$ cat src/logic/mps_params.svh
// constants for the measurement power mode sequencer
`ifndef MPS_PARAMS_SVH
`define MPS_PARAMS_SVH
// register indices; byte address is four times the index
`define MPS_IDX_STAT 8'hf3
`define MPS_IDX_CTRL 8'hf4
`define MPS_IDX_CFG 8'hf5
`define MPS_IDX_PRESS 8'hf7
`define MPS_IDX_TEMP 8'hfa
// reset values
`define MPS_CTRL_RST 8'h00
`define MPS_CFG_RST 8'h00
// mode field patterns
`define MPS_MODE_SLEEP 2'h0
`define MPS_MODE_FORCED 2'h1
`define MPS_MODE_NORMAL 2'h3
// oversampling and filter codes
`define MPS_OSRS_SKIP 3'h0
`define MPS_OSRS_MAX 3'h5
`define MPS_FILT_MAX 3'h4
`define MPS_SKIP_VAL 20'h80000
// timing, in ns, and the clock period
`define MPS_CLK_NS 100
`define MPS_STEP_NS 200000
`define MPS_STBY0_NS 500000
`define MPS_STBY1_NS 62500000
// bus answers
`define MPS_RESP_OKAY 2'h0
`define MPS_RESP_SLVERR 2'h2
`endif

$ cat src/logic/mps_pkg.sv
// types shared by the measurement power mode sequencer
`default_nettype none
package mps_pkg;
  typedef enum logic [1:0] {MD_SLEEP, MD_FORCED, MD_NORMAL} mps_run_mode_t;
  typedef enum logic [1:0] {ST_SLEEP, ST_TEMP, ST_PRESS, ST_STBY} mps_seq_t;
  typedef struct packed {
    logic [2:0] osrs_t;
    logic [2:0] osrs_p;
    logic [1:0] mode;
  } mps_ctrl_t;
  typedef struct packed {
    logic [2:0] standby_time_select;
    logic [2:0] filter;
    logic [1:0] spare;
  } mps_cfg_t;
endpackage : mps_pkg
`default_nettype wire

$ cat src/logic/mps_sequencer.sv
// measurement power mode sequencer with axi4-lite register slave
`include "mps_params.svh"
`default_nettype none
module mps_sequencer #(
  parameter int unsigned STBY0_CYC = `MPS_STBY0_NS / `MPS_CLK_NS,
  parameter int unsigned STBY1_CYC = `MPS_STBY1_NS / `MPS_CLK_NS,
  parameter int unsigned STEP_CYC = `MPS_STEP_NS / `MPS_CLK_NS
) (
  // clock and reset
  input wire logic sys_clk,
  input wire logic rst_b,
  // axi4-lite write channels
  input wire logic [9:0] s_axi_awaddr,
  input wire logic s_axi_awvalid,
  output logic s_axi_awready,
  input wire logic [31:0] s_axi_wdata,
  input wire logic [3:0] s_axi_wstrb,
  input wire logic s_axi_wvalid,
  output logic s_axi_wready,
  output logic [1:0] s_axi_bresp,
  output logic s_axi_bvalid,
  input wire logic s_axi_bready,
  // axi4-lite read channels
  input wire logic [9:0] s_axi_araddr,
  input wire logic s_axi_arvalid,
  output logic s_axi_arready,
  output logic [31:0] s_axi_rdata,
  output logic [1:0] s_axi_rresp,
  output logic s_axi_rvalid,
  input wire logic s_axi_rready,
  // converter results and status
  input wire logic [19:0] adc_temp_raw,
  input wire logic [19:0] adc_press_raw,
  output logic measuring
);
  // ------------------------------------------------------------------
  // state
  // ------------------------------------------------------------------
  mps_pkg::mps_seq_t state_q, state_d;
  mps_pkg::mps_run_mode_t mode_q, mode_d, pend_mode_q, pend_mode_d;
  mps_pkg::mps_run_mode_t wr_mode, req_mode, end_mode;
  mps_pkg::mps_ctrl_t ctrl_q, ctrl_d;
  mps_pkg::mps_cfg_t cfg_q, cfg_d;
  logic pend_q, pend_d, req_go;
  logic [31:0] timer_q, timer_d;
  logic [19:0] raw_t_q, raw_t_d;
  logic [19:0] mem_q [2], mem_d [2], out_q [2], out_d [2], filt_new [2];
  logic [19:0] raw_sel [2];
  logic [1:0] finit_q, finit_d;
  logic [2:0] osrs_sel [2];
  logic bvalid_q, bvalid_d, rvalid_q, rvalid_d;
  logic [1:0] bresp_q, bresp_d, rresp_q, rresp_d;
  logic [31:0] rdata_q, rdata_d;
  logic wr_go, rd_go, wr_ctrl, wr_cfg, meas_end;
  logic [7:0] wr_idx, rd_idx;

  // phase length from an oversampling code; skip gives zero
  function automatic logic [31:0] phase_len(input logic [2:0] osrs);
    logic [2:0] c;
    c = (osrs > `MPS_OSRS_MAX) ? `MPS_OSRS_MAX : osrs;
    phase_len = (osrs == `MPS_OSRS_SKIP) ? 32'h0 : STEP_CYC << (c - 3'h1);
  endfunction : phase_len

  // standby count: code 0 is 0.5 ms, code n doubles from 62.5 ms
  function automatic logic [31:0] stby_len(input logic [2:0] sel);
    stby_len = (sel == 3'h0) ? STBY0_CYC : STBY1_CYC << (sel - 3'h1);
  endfunction : stby_len

  // mode pattern decode; both middle patterns mean forced
  function automatic mps_pkg::mps_run_mode_t dec(input logic [1:0] m);
    case (m)
      `MPS_MODE_SLEEP: dec = mps_pkg::MD_SLEEP;
      `MPS_MODE_NORMAL: dec = mps_pkg::MD_NORMAL;
      default: dec = mps_pkg::MD_FORCED;
    endcase
  endfunction : dec

  // ------------------------------------------------------------------
  // smoothing filter, one lane per channel (0 temp, 1 press)
  // ------------------------------------------------------------------
  assign raw_sel[0] = raw_t_q;
  assign raw_sel[1] = adc_press_raw;
  assign osrs_sel[0] = ctrl_q.osrs_t;
  assign osrs_sel[1] = ctrl_q.osrs_p;
  for (genvar ch = 0; ch < 2; ch++) begin : g_filt
    logic [20:0] diff, step;
    logic [2:0] k;
    // shift form of old*(c-1)/c + new/c; truncation loses low bits
    assign k = (cfg_q.filter > `MPS_FILT_MAX) ? `MPS_FILT_MAX : cfg_q.filter;
    assign diff = {1'b0, raw_sel[ch]} - {1'b0, mem_q[ch]};
    assign step = $signed(diff) >>> k;
    assign filt_new[ch] = finit_q[ch] ? raw_sel[ch] :
                          20'(mem_q[ch] + step[19:0]);
  end

  // ------------------------------------------------------------------
  // bus decode
  // ------------------------------------------------------------------
  assign wr_go = s_axi_awvalid & s_axi_wvalid & ~bvalid_q;
  assign rd_go = s_axi_arvalid & ~rvalid_q;
  assign wr_idx = s_axi_awaddr[9:2];
  assign rd_idx = s_axi_araddr[9:2];
  assign wr_ctrl = wr_go & s_axi_wstrb[0] & (wr_idx == `MPS_IDX_CTRL);
  assign wr_cfg = wr_go & s_axi_wstrb[0] & (wr_idx == `MPS_IDX_CFG);
  assign wr_mode = dec(s_axi_wdata[1:0]);
  assign s_axi_awready = wr_go;
  assign s_axi_wready = wr_go;
  assign s_axi_arready = rd_go;
  assign s_axi_bvalid = bvalid_q;
  assign s_axi_bresp = bresp_q;
  assign s_axi_rvalid = rvalid_q;
  assign s_axi_rresp = rresp_q;
  assign s_axi_rdata = rdata_q;
  assign measuring = (state_q == mps_pkg::ST_TEMP) ||
                     (state_q == mps_pkg::ST_PRESS);
  assign meas_end = (state_q == mps_pkg::ST_PRESS) && (timer_q == 32'h0);
  // pending change is served first; otherwise a fresh write when idle
  assign req_go = pend_q | (wr_ctrl & ~measuring);
  assign req_mode = pend_q ? pend_mode_q : wr_mode;
  // forced falls back to sleep unless a change was held back
  assign end_mode = pend_q ? pend_mode_q :
                    (mode_q == mps_pkg::MD_FORCED) ? mps_pkg::MD_SLEEP :
                    mode_q;

  // ------------------------------------------------------------------
  // sequencer and register next state
  // ------------------------------------------------------------------
  always_comb begin
    state_d = state_q;
    mode_d = mode_q;
    pend_d = pend_q;
    pend_mode_d = pend_mode_q;
    ctrl_d = ctrl_q;
    cfg_d = cfg_q;
    timer_d = (timer_q == 32'h0) ? timer_q : timer_q - 32'h1;
    raw_t_d = raw_t_q;
    mem_d = mem_q;
    out_d = out_q;
    finit_d = finit_q;
    // settings other than mode take effect at once
    if (wr_ctrl) begin
      ctrl_d.osrs_t = s_axi_wdata[7:5];
      ctrl_d.osrs_p = s_axi_wdata[4:2];
    end
    case (state_q)
      mps_pkg::ST_SLEEP: begin
        pend_d = 1'b0;
        if (req_go) begin
          mode_d = req_mode;
          if (req_mode != mps_pkg::MD_SLEEP) begin
            state_d = mps_pkg::ST_TEMP;
            timer_d = phase_len(ctrl_d.osrs_t);
          end
        end
      end
      mps_pkg::ST_TEMP: begin
        if (timer_q == 32'h0) begin
          raw_t_d = adc_temp_raw;
          state_d = mps_pkg::ST_PRESS;
          timer_d = phase_len(ctrl_q.osrs_p);
        end
      end
      mps_pkg::ST_PRESS: begin
        if (timer_q == 32'h0) begin
          for (int ch = 0; ch < 2; ch++) begin
            if (osrs_sel[ch] == `MPS_OSRS_SKIP) begin
              out_d[ch] = `MPS_SKIP_VAL;
            end else begin
              out_d[ch] = filt_new[ch];
              mem_d[ch] = filt_new[ch];
              finit_d[ch] = 1'b0;
            end
          end
          pend_d = 1'b0;
          mode_d = end_mode;
          if (end_mode == mps_pkg::MD_NORMAL) begin
            state_d = mps_pkg::ST_STBY;
            timer_d = stby_len(cfg_q.standby_time_select);
          end else if (end_mode == mps_pkg::MD_FORCED) begin
            state_d = mps_pkg::ST_TEMP;
            timer_d = phase_len(ctrl_q.osrs_t);
          end else begin
            state_d = mps_pkg::ST_SLEEP;
          end
        end
      end
      mps_pkg::ST_STBY: begin
        pend_d = 1'b0;
        if (timer_q == 32'h0) begin
          state_d = mps_pkg::ST_TEMP;
          timer_d = phase_len(ctrl_d.osrs_t);
        end
        if (req_go) begin
          mode_d = req_mode;
          if (req_mode == mps_pkg::MD_SLEEP) begin
            state_d = mps_pkg::ST_SLEEP;
          end else if (req_mode == mps_pkg::MD_FORCED) begin
            state_d = mps_pkg::ST_TEMP;
            timer_d = phase_len(ctrl_d.osrs_t);
          end
        end
      end
      default: begin
        state_d = mps_pkg::ST_SLEEP;
      end
    endcase
    // a mode write mid-measurement is held; later ones are dropped
    if (wr_ctrl && measuring && !pend_q) begin
      pend_d = 1'b1;
      pend_mode_d = wr_mode;
    end
    // written last so a reload request beats a same-cycle update
    if (wr_cfg) begin
      cfg_d.standby_time_select = s_axi_wdata[7:5];
      cfg_d.filter = s_axi_wdata[4:2];
      finit_d = 2'h3;
    end
  end

  // bus answers, one cycle after acceptance
  always_comb begin
    bvalid_d = bvalid_q & ~s_axi_bready;
    bresp_d = bresp_q;
    rvalid_d = rvalid_q & ~s_axi_rready;
    rresp_d = rresp_q;
    rdata_d = rdata_q;
    if (wr_go) begin
      bvalid_d = 1'b1;
      bresp_d = (wr_idx == `MPS_IDX_CTRL || wr_idx == `MPS_IDX_CFG ||
                 wr_idx == `MPS_IDX_STAT || wr_idx == `MPS_IDX_PRESS ||
                 wr_idx == `MPS_IDX_TEMP) ? `MPS_RESP_OKAY : `MPS_RESP_SLVERR;
    end
    if (rd_go) begin
      rvalid_d = 1'b1;
      rresp_d = `MPS_RESP_OKAY;
      case (rd_idx)
        `MPS_IDX_CTRL: rdata_d = {24'h0, ctrl_q.osrs_t, ctrl_q.osrs_p,
          (mode_q == mps_pkg::MD_SLEEP) ? `MPS_MODE_SLEEP :
          (mode_q == mps_pkg::MD_FORCED) ? `MPS_MODE_FORCED :
          `MPS_MODE_NORMAL};
        `MPS_IDX_CFG: rdata_d = {24'h0, cfg_q};
        `MPS_IDX_STAT: rdata_d = {28'h0, measuring, 2'h0, pend_q};
        `MPS_IDX_PRESS: rdata_d = {12'h0, out_q[1]};
        `MPS_IDX_TEMP: rdata_d = {12'h0, out_q[0]};
        default: begin
          rdata_d = 32'h0;
          rresp_d = `MPS_RESP_SLVERR;
        end
      endcase
    end
  end

  // registers; reset lands in sleep with nothing written
  always_ff @(posedge sys_clk) begin
    if (!rst_b) begin
      state_q <= mps_pkg::ST_SLEEP;
      mode_q <= mps_pkg::MD_SLEEP;
      pend_q <= 1'b0;
      pend_mode_q <= mps_pkg::MD_SLEEP;
      ctrl_q <= `MPS_CTRL_RST;
      cfg_q <= `MPS_CFG_RST;
      timer_q <= 32'h0;
      raw_t_q <= 20'h0;
      mem_q <= '{default: 20'h0};
      out_q <= '{default: `MPS_SKIP_VAL};
      finit_q <= 2'h3;
      bvalid_q <= 1'b0;
      bresp_q <= `MPS_RESP_OKAY;
      rvalid_q <= 1'b0;
      rresp_q <= `MPS_RESP_OKAY;
      rdata_q <= 32'h0;
    end else begin
      state_q <= state_d;
      mode_q <= mode_d;
      pend_q <= pend_d;
      pend_mode_q <= pend_mode_d;
      ctrl_q <= ctrl_d;
      cfg_q <= cfg_d;
      timer_q <= timer_d;
      raw_t_q <= raw_t_d;
      mem_q <= mem_d;
      out_q <= out_d;
      finit_q <= finit_d;
      bvalid_q <= bvalid_d;
      bresp_q <= bresp_d;
      rvalid_q <= rvalid_d;
      rresp_q <= rresp_d;
      rdata_q <= rdata_d;
    end
  end
endmodule : mps_sequencer
`default_nettype wire

$ cat config.mk
export PLATFORM = sky130hd
export DESIGN_NAME = mps_sequencer
export DESIGN_NICKNAME = d
export VERILOG_FILES = /design/src/logic/mps_pkg.sv /design/src/logic/mps_sequencer.sv
export VERILOG_INCLUDE_DIRS = /design/src /design/src/logic
export SDC_FILE = /design/constraint.sdc
export NUM_CORES = 1
export LEC_CHECK = 0
export BUFFER_PORTS_ARGS = -buffer_cell sky130_fd_sc_hd__buf_2
export CAP_MARGIN = 20
export CORE_ASPECT_RATIO = 2
export CORE_MARGIN = 8
export CORE_UTILIZATION = 60
export DETAILED_ROUTE_END_ITERATION = 10
export PLACE_DENSITY = 0.91
export SETUP_SLACK_MARGIN = 0.5
export SYNTH_ARGS = -nofsm -noshare
export SYNTH_HDL_FRONTEND = slang
export SYNTH_SLANG_ARGS = --single-unit
$ cat constraint.sdc
create_clock -name sys_clk -period 6 [get_ports sys_clk]
set_clock_uncertainty 0.2 [all_clocks]
set_input_delay 0.6 -clock sys_clk [delete_from_list [all_inputs] [get_ports sys_clk]]
set_output_delay 0.6 -clock sys_clk [all_outputs]
set_load 0.005 [all_outputs]
## Yosys cells after proc, flatten, opt, wreduce, memory -nomap -nowiden

Cells that the tools add are included.
Widths: inputs -> output; s select.

- Register bits: 191
- Input bits: 103
- Output and inout port bits: 42
- Logic and storage cells: 165

- $add $sub $neg: 9
- Order comparisons: 4
- Equal/unequal tests: 24
- Shift operators: 6
- Multiplexer cells: 53
- Bitwise gates (word level): 18
- Reductions and logical operators: 30

Operator list:

| kind | count |
|---|---|
| $mux 32 | 15 |
| $pmux 32 s4 | 1 |
| $pmux 20 s5 | 1 |
| $shl 11x3->32 const A | 3 |
| $eq 8x8->1 const B | 10 |
| $mux 20 | 4 |
| $sshr 21x3->20 | 2 |
| $sub 20x20->21 | 2 |
| $add 20x20->20 | 2 |
| $mux 2 | 18 |
| $logic_not 32->1 | 1 |
| $shl 20x3->32 const A | 1 |
| $sub 32x1->32 const B | 1 |
| $gt 3x3->1 const B | 4 |
| $logic_not 3->1 | 4 |
| $mux 3 | 4 |
| $sub 3x1->3 const B | 4 |
| $and 1x1->1 | 9 |
| $reduce_and 3->1 | 3 |
| $eq 2x1->1 const B | 4 |
| $eq 2x2->1 const B | 4 |
| $logic_not 2->1 | 4 |
| $not 1->1 | 8 |
| $pmux 2 s2 | 2 |
| other kinds (17) | 33 |

## Depth between registers and ports, before layout

- Word-level depth: 15
- Depth in mapped cells: 23
- Gate-level depth less buffers: 23

## Least setup slack after synthesis

OpenSTA, ideal clock, no wires.

- Path kind: input to register
- Start point: input port adc_press_raw[0]
- End point: register out_q[19] (netlist name)
- Setup time: 87 ps
- Data arrival time: 4732 ps
- Required time: 5713 ps
- Path slack: 981 ps
- Cell stages on the path: 23
- Path buffers: 0
- Cell sequence: inv_1 ha_1 inv_1 fa_1 a211oi_1 o21bai_1 o22ai_1 o21a_1 o21ai_0 a221oi_1 xnor2_1 inv_1 a222oi_1 ha_1 nand2_1 a2111oi_0 a211oi_1 a21oi_1 a21o_1 a21oi_1 xnor2_1 xnor2_1 o31ai_1

- Word-level cells in the longest chain between the ends: 5

Ends and longest elaborated chain:

| element | line | source |
|---|---|---|
| start: declaration | mps_sequencer.sv:33 | `input wire logic [19:0] adc_press_raw,` |
| $sub 20x20->21 | mps_sequencer.sv:90 | `assign diff = {1'b0, raw_sel[ch]} - {1'b0, mem_q[ch]};` |
| $sshr 21x3->20 | mps_sequencer.sv:91 | `assign step = $signed(diff) >>> k;` |
| $add 20x20->20 | mps_sequencer.sv:93 | `20'(mem_q[ch] + step[19:0]);` |
| $mux 20 | mps_sequencer.sv:92 | `assign filt_new[ch] = finit_q[ch] ? raw_sel[ch] :` |
| $mux 20 | mps_sequencer.sv:166 | `` if (osrs_sel[ch] == `MPS_OSRS_SKIP) begin `` |
| end signal: assignment | mps_sequencer.sv:282 | `out_q <= out_d;` |
| end: declaration | mps_sequencer.sv:47 | `logic [19:0] mem_q [2], mem_d [2], out_q [2], out_d [2], filt_new [2];` |

Every way passes these cells.
A chain may end at the register's enable or synchronous reset.

## Worst setup path in the final report

- Start point: register mem_q[24] (netlist name)
- End point: register mem_q[39] (netlist name)

- Word-level cells in the longest chain between the ends: 4

Ends and longest elaborated chain:

| element | line | source |
|---|---|---|
| start: declaration | mps_sequencer.sv:47 |  |
| start signal: assignment | mps_sequencer.sv:281 | `mem_q <= mem_d;` |
| $sub 20x20->21 | mps_sequencer.sv:90 |  |
| $sshr 21x3->20 | mps_sequencer.sv:91 |  |
| $add 20x20->20 * | mps_sequencer.sv:93 |  |
| $mux 20 * | mps_sequencer.sv:92 |  |

Mark *: on every way between the ends. The rest lies on a longest branch, timed or not.

==> results.txt <==
Post-synthesis compound-gate area fraction: 28.0%
Peak VDD IR: 0.177 mV
Worst R2R Setup Slack: 0.67 ns
Crit-path cells: inv_1, ha_1, a21o_1, or3_1, o221ai_4, o211ai_1, a21oi_2, xnor2_2, a21oi_1, and2_1, o31ai_1, buf_4, ha_1, a21oi_1, nor2_1, o41ai_2, o21ai_2, a31o_2, a21o_1, a21oi_2, xnor3_1, a21oi_1
CTS Buf Count: 17
Vias per cell: 6.58
Sequential power share: 31.8%
HPWL Detailed: 39.6 mm
# clock sinks: 177
Yosys warns: 0
Area Growth Syn to Fin: 10.3%
Core area: 23,800 um^2
Crit path to: mem_q[39]
Synth Area in XOR/XNOR: 5.94%
Cell area power density: 273 nW/um^2
Final Wtd Congestion: 1.01
Skew-Pair Late Insertion Delay: 0.47 ns
Worst EP arrival: 5.53 ns
Crit Path Class: reg -> reg
Leak pwr: 0.00676 uW
Max Slew Vio Count: 0
Slowest-stage cell, CP: or3_1
Slew headroom: 26.5%
WP data required: 6.20 ns
Top area cells in the synthesized netlist: dfxtp_1 (24%), ha_1 (10%), a21oi_1 (9.3%)
Clock tree root driver cell: clkbuf_16
CP dominant cell by count: a21oi_1
Synthesized instance count: 2,001
Max Freq: 188 MHz
Post-synthesis sequential area ratio: 24.4%
Max-cap violations: 0
Worst Setup SP: mem_q[24]
Mux contribution to synthesized area: 4.23%
Count leader, synth: a21oi_1
Setup TNS: 0 ns
GRT Total Usage: 35.2%
Post-synth top flop: dfxtp_1
Fin area: 16,000 um^2
Worst hold stages: 3
Number of H-tree branching levels: 4
Post-synth EDFFs: 0
Reg2Reg Depth: 22
Number of global-route vias before repair: 15.1k
Setup violations, final: 0
First-pass GRT wire length: 81.5 mm
R2R Path End: mem_q[39]
Synth Area in Simple Gates: 20.7%
Share of cells above drive strength 1: 11.8%
DRC errors left: 0
Area leader, netlist: dfxtp_1
Internal Power: 2580 uW
Port Buffers: 99
Mean Syn Cell Area: 7.26 um^2
Overflow after GRT: 0
Crit start category: register
Comb power frac: 41.1%
Initial antenna violation count: 0
DR WL/cell: 22.6 um
Die area: 29,800 um^2
Clock buffer depth: 2
Share of the synthesized area in the top cell type: 24.4%
Final ANT Viol Nets: 0
Largest net degree at the start of global routing: 80
Reg-to-Reg Start: mem_q[24]
Crit-path max cell delay: 0.38 ns
Critical path endpoint category: register
Initial Utilization: 61.0%
RSZ-0062 raised after global routing: true
Hold Crit Class: in -> reg
Switching Share: 40.9%
Worst Tran Pin Value: 1.09 ns
Die Ht: 236 um
Clock share of power: 27.1%
CTS tree: yes
Synth Register Bits: 177
Die width: 126 um
Iter 0 DRT Violations: 1,453
Hold-fix buffers, CTS: 0
Final wirelength: 53.2 mm
Run status: completed
Crit path max fanout: 5
DRT Pass-1 Iters: 6
Vias: 15.5k
# rows: 80
Hold Fails Final Rpt: 0
Post-synthesis async set-or-reset flop share: 0%
NetSw: 1790 uW
Synth Cell Area: 14,500 um^2
Cell area after placement: 15,200 um^2
Nets: 2,275
Adder-cell share of the synthesized area: 10.6%
Post-synth top cells: a21oi_1 (269), nand2_1 (252), nor2_1 (219)
Final Cycle Share: 88.8%
Unique cell type count in the Yosys netlist: 85
Largest family of logic cells by synthesized area: compound AO/OA/AOI/OAI gates
Post-layout min period: 5.33 ns
I/O pin cnt: 145
Hold Crit Start: adc_temp_raw[5]
Reg clk slew, reported paths: 0.08 ns
## flip-flops by register name, summed over array words and instances (netlist names), 2 cells and up
name         flops
cfg_q            6
ctrl_q           6
finit_q          2
mem_q           40
mode_q           2
out_q           40
pend_mode_q      2
raw_t_q         20
s_axi_rdata     20
state_q          2
timer_q         32
## per-layer routing
layer | track usage [%] | share of wire, % | routed length, um | vias to the layer above
li1 | - | - | - | 7225
met1 | 32.6 | 32 | 17200 | 7202
met2 | 63.1 | 51 | 26900 | 759
met3 | 7.14 | 6.4 | 3390 | 297
met4 | 33.1 | 11 | 5620 | 0
met5 | 0 | 0 | 0 | -
## critical path, delay by kind of cell, from the launching register on
family | cells | cell delay, ns
compound gates | 13 | 2.69
simple gates | 3 | 0.63
fa+ha+maj | 2 | 0.60
flops | 1 | 0.37
buf+inv | 2 | 0.24
xor+xnor | 2 | 0.53
## how the worst min path moves through the flow
stage | end | slack, ns
after global placement | out_q[3] | 0.24
after CTS | raw_t_q[15] | 0.16
after floorplan | out_q[3] | 0.23
after global routing | raw_t_q[15] | 0.17
after detailed placement | out_q[3] | 0.25
final | raw_t_q[5] | 0.17
## metrics by stage
step / util [%] / std cells / hold slack, ns / setup WS, ns / power (uW)
after floorplan: - / 2014 / 0.228 / 0.981 / 2670
after global placement: 63.6 / 2311 / 0.241 / 0.258 / 3080
after detailed placement: 63.6 / 2311 / 0.247 / 0.0484 / 3120
after CTS: 66.3 / 2343 / 0.162 / 0.504 / 4300
after global routing: 67.3 / 2351 / 0.166 / 0.454 / 4580
final: 67.3 / 2352 / 0.169 / 0.672 / 4370
## cell type report
class                           instances  area, um^2
Fill cell                            2070        7790
Inverter                               97         367
Clock inverter                         15         190
Sequential cell                       177        3540
Antenna cell                            1        2.50
Clock buffer                           17         425
Multi-Input combinational cell       1618       10300
Timing Repair Buffer                  140         801
Tap cell                              287         359
## cell families (layout without fill, tap and decap cells)
| logic type | count (synthesis) | in the layout |
|---|---|---|
| mux | 60 | 60 |
| fa+ha+maj | 121 | 121 |
| simple gates | 665 | 665 |
| flops | 177 | 177 |
| xor+xnor | 97 | 97 |
| other cells | 1 | 15 |
| buf+inv | 219 | 269 |
| compound gates | 661 | 661 |
## placed cells by master, fill, tap and decap left out, types with 12 or more instances in the layout
cell type / n
and2_1: 12
a211oi_1: 22
a22oi_1: 22
a21oi_1: 260
nand3_1: 39
nor2b_1: 14
dfxtp_1: 177
o22ai_1: 14
a31oi_1: 18
o21ai_0: 120
a21o_1: 42
conb_1: 14
and3_1: 14
clkbuf_16: 17
o211ai_1: 19
inv_1: 94
a221oi_1: 12
o31ai_1: 12
nand2_1: 252
buf_2: 100
buf_4: 40
ha_1: 115
xor2_1: 34
xnor2_1: 59
nor3_1: 41
nor2_1: 219
mux2i_1: 49
## what timing repair did
action                     in CTS  in global routing
pin swaps                       2                 15
gates resized for setup         6                 38
setup buffers                   0                  6
setup endpoints to repair      11                 32
## power by group through the flow
stage                     sequential, uW  combinational (uW)  clock [uW]
final                               1390                1790        1180
after global routing                1400                1940        1240
after CTS                           1390                1720        1190
after detailed placement            1420                1710           0
after global placement              1410                1670           0
after floorplan                     1390                1280           0
(Power assumes the default switching activity.)
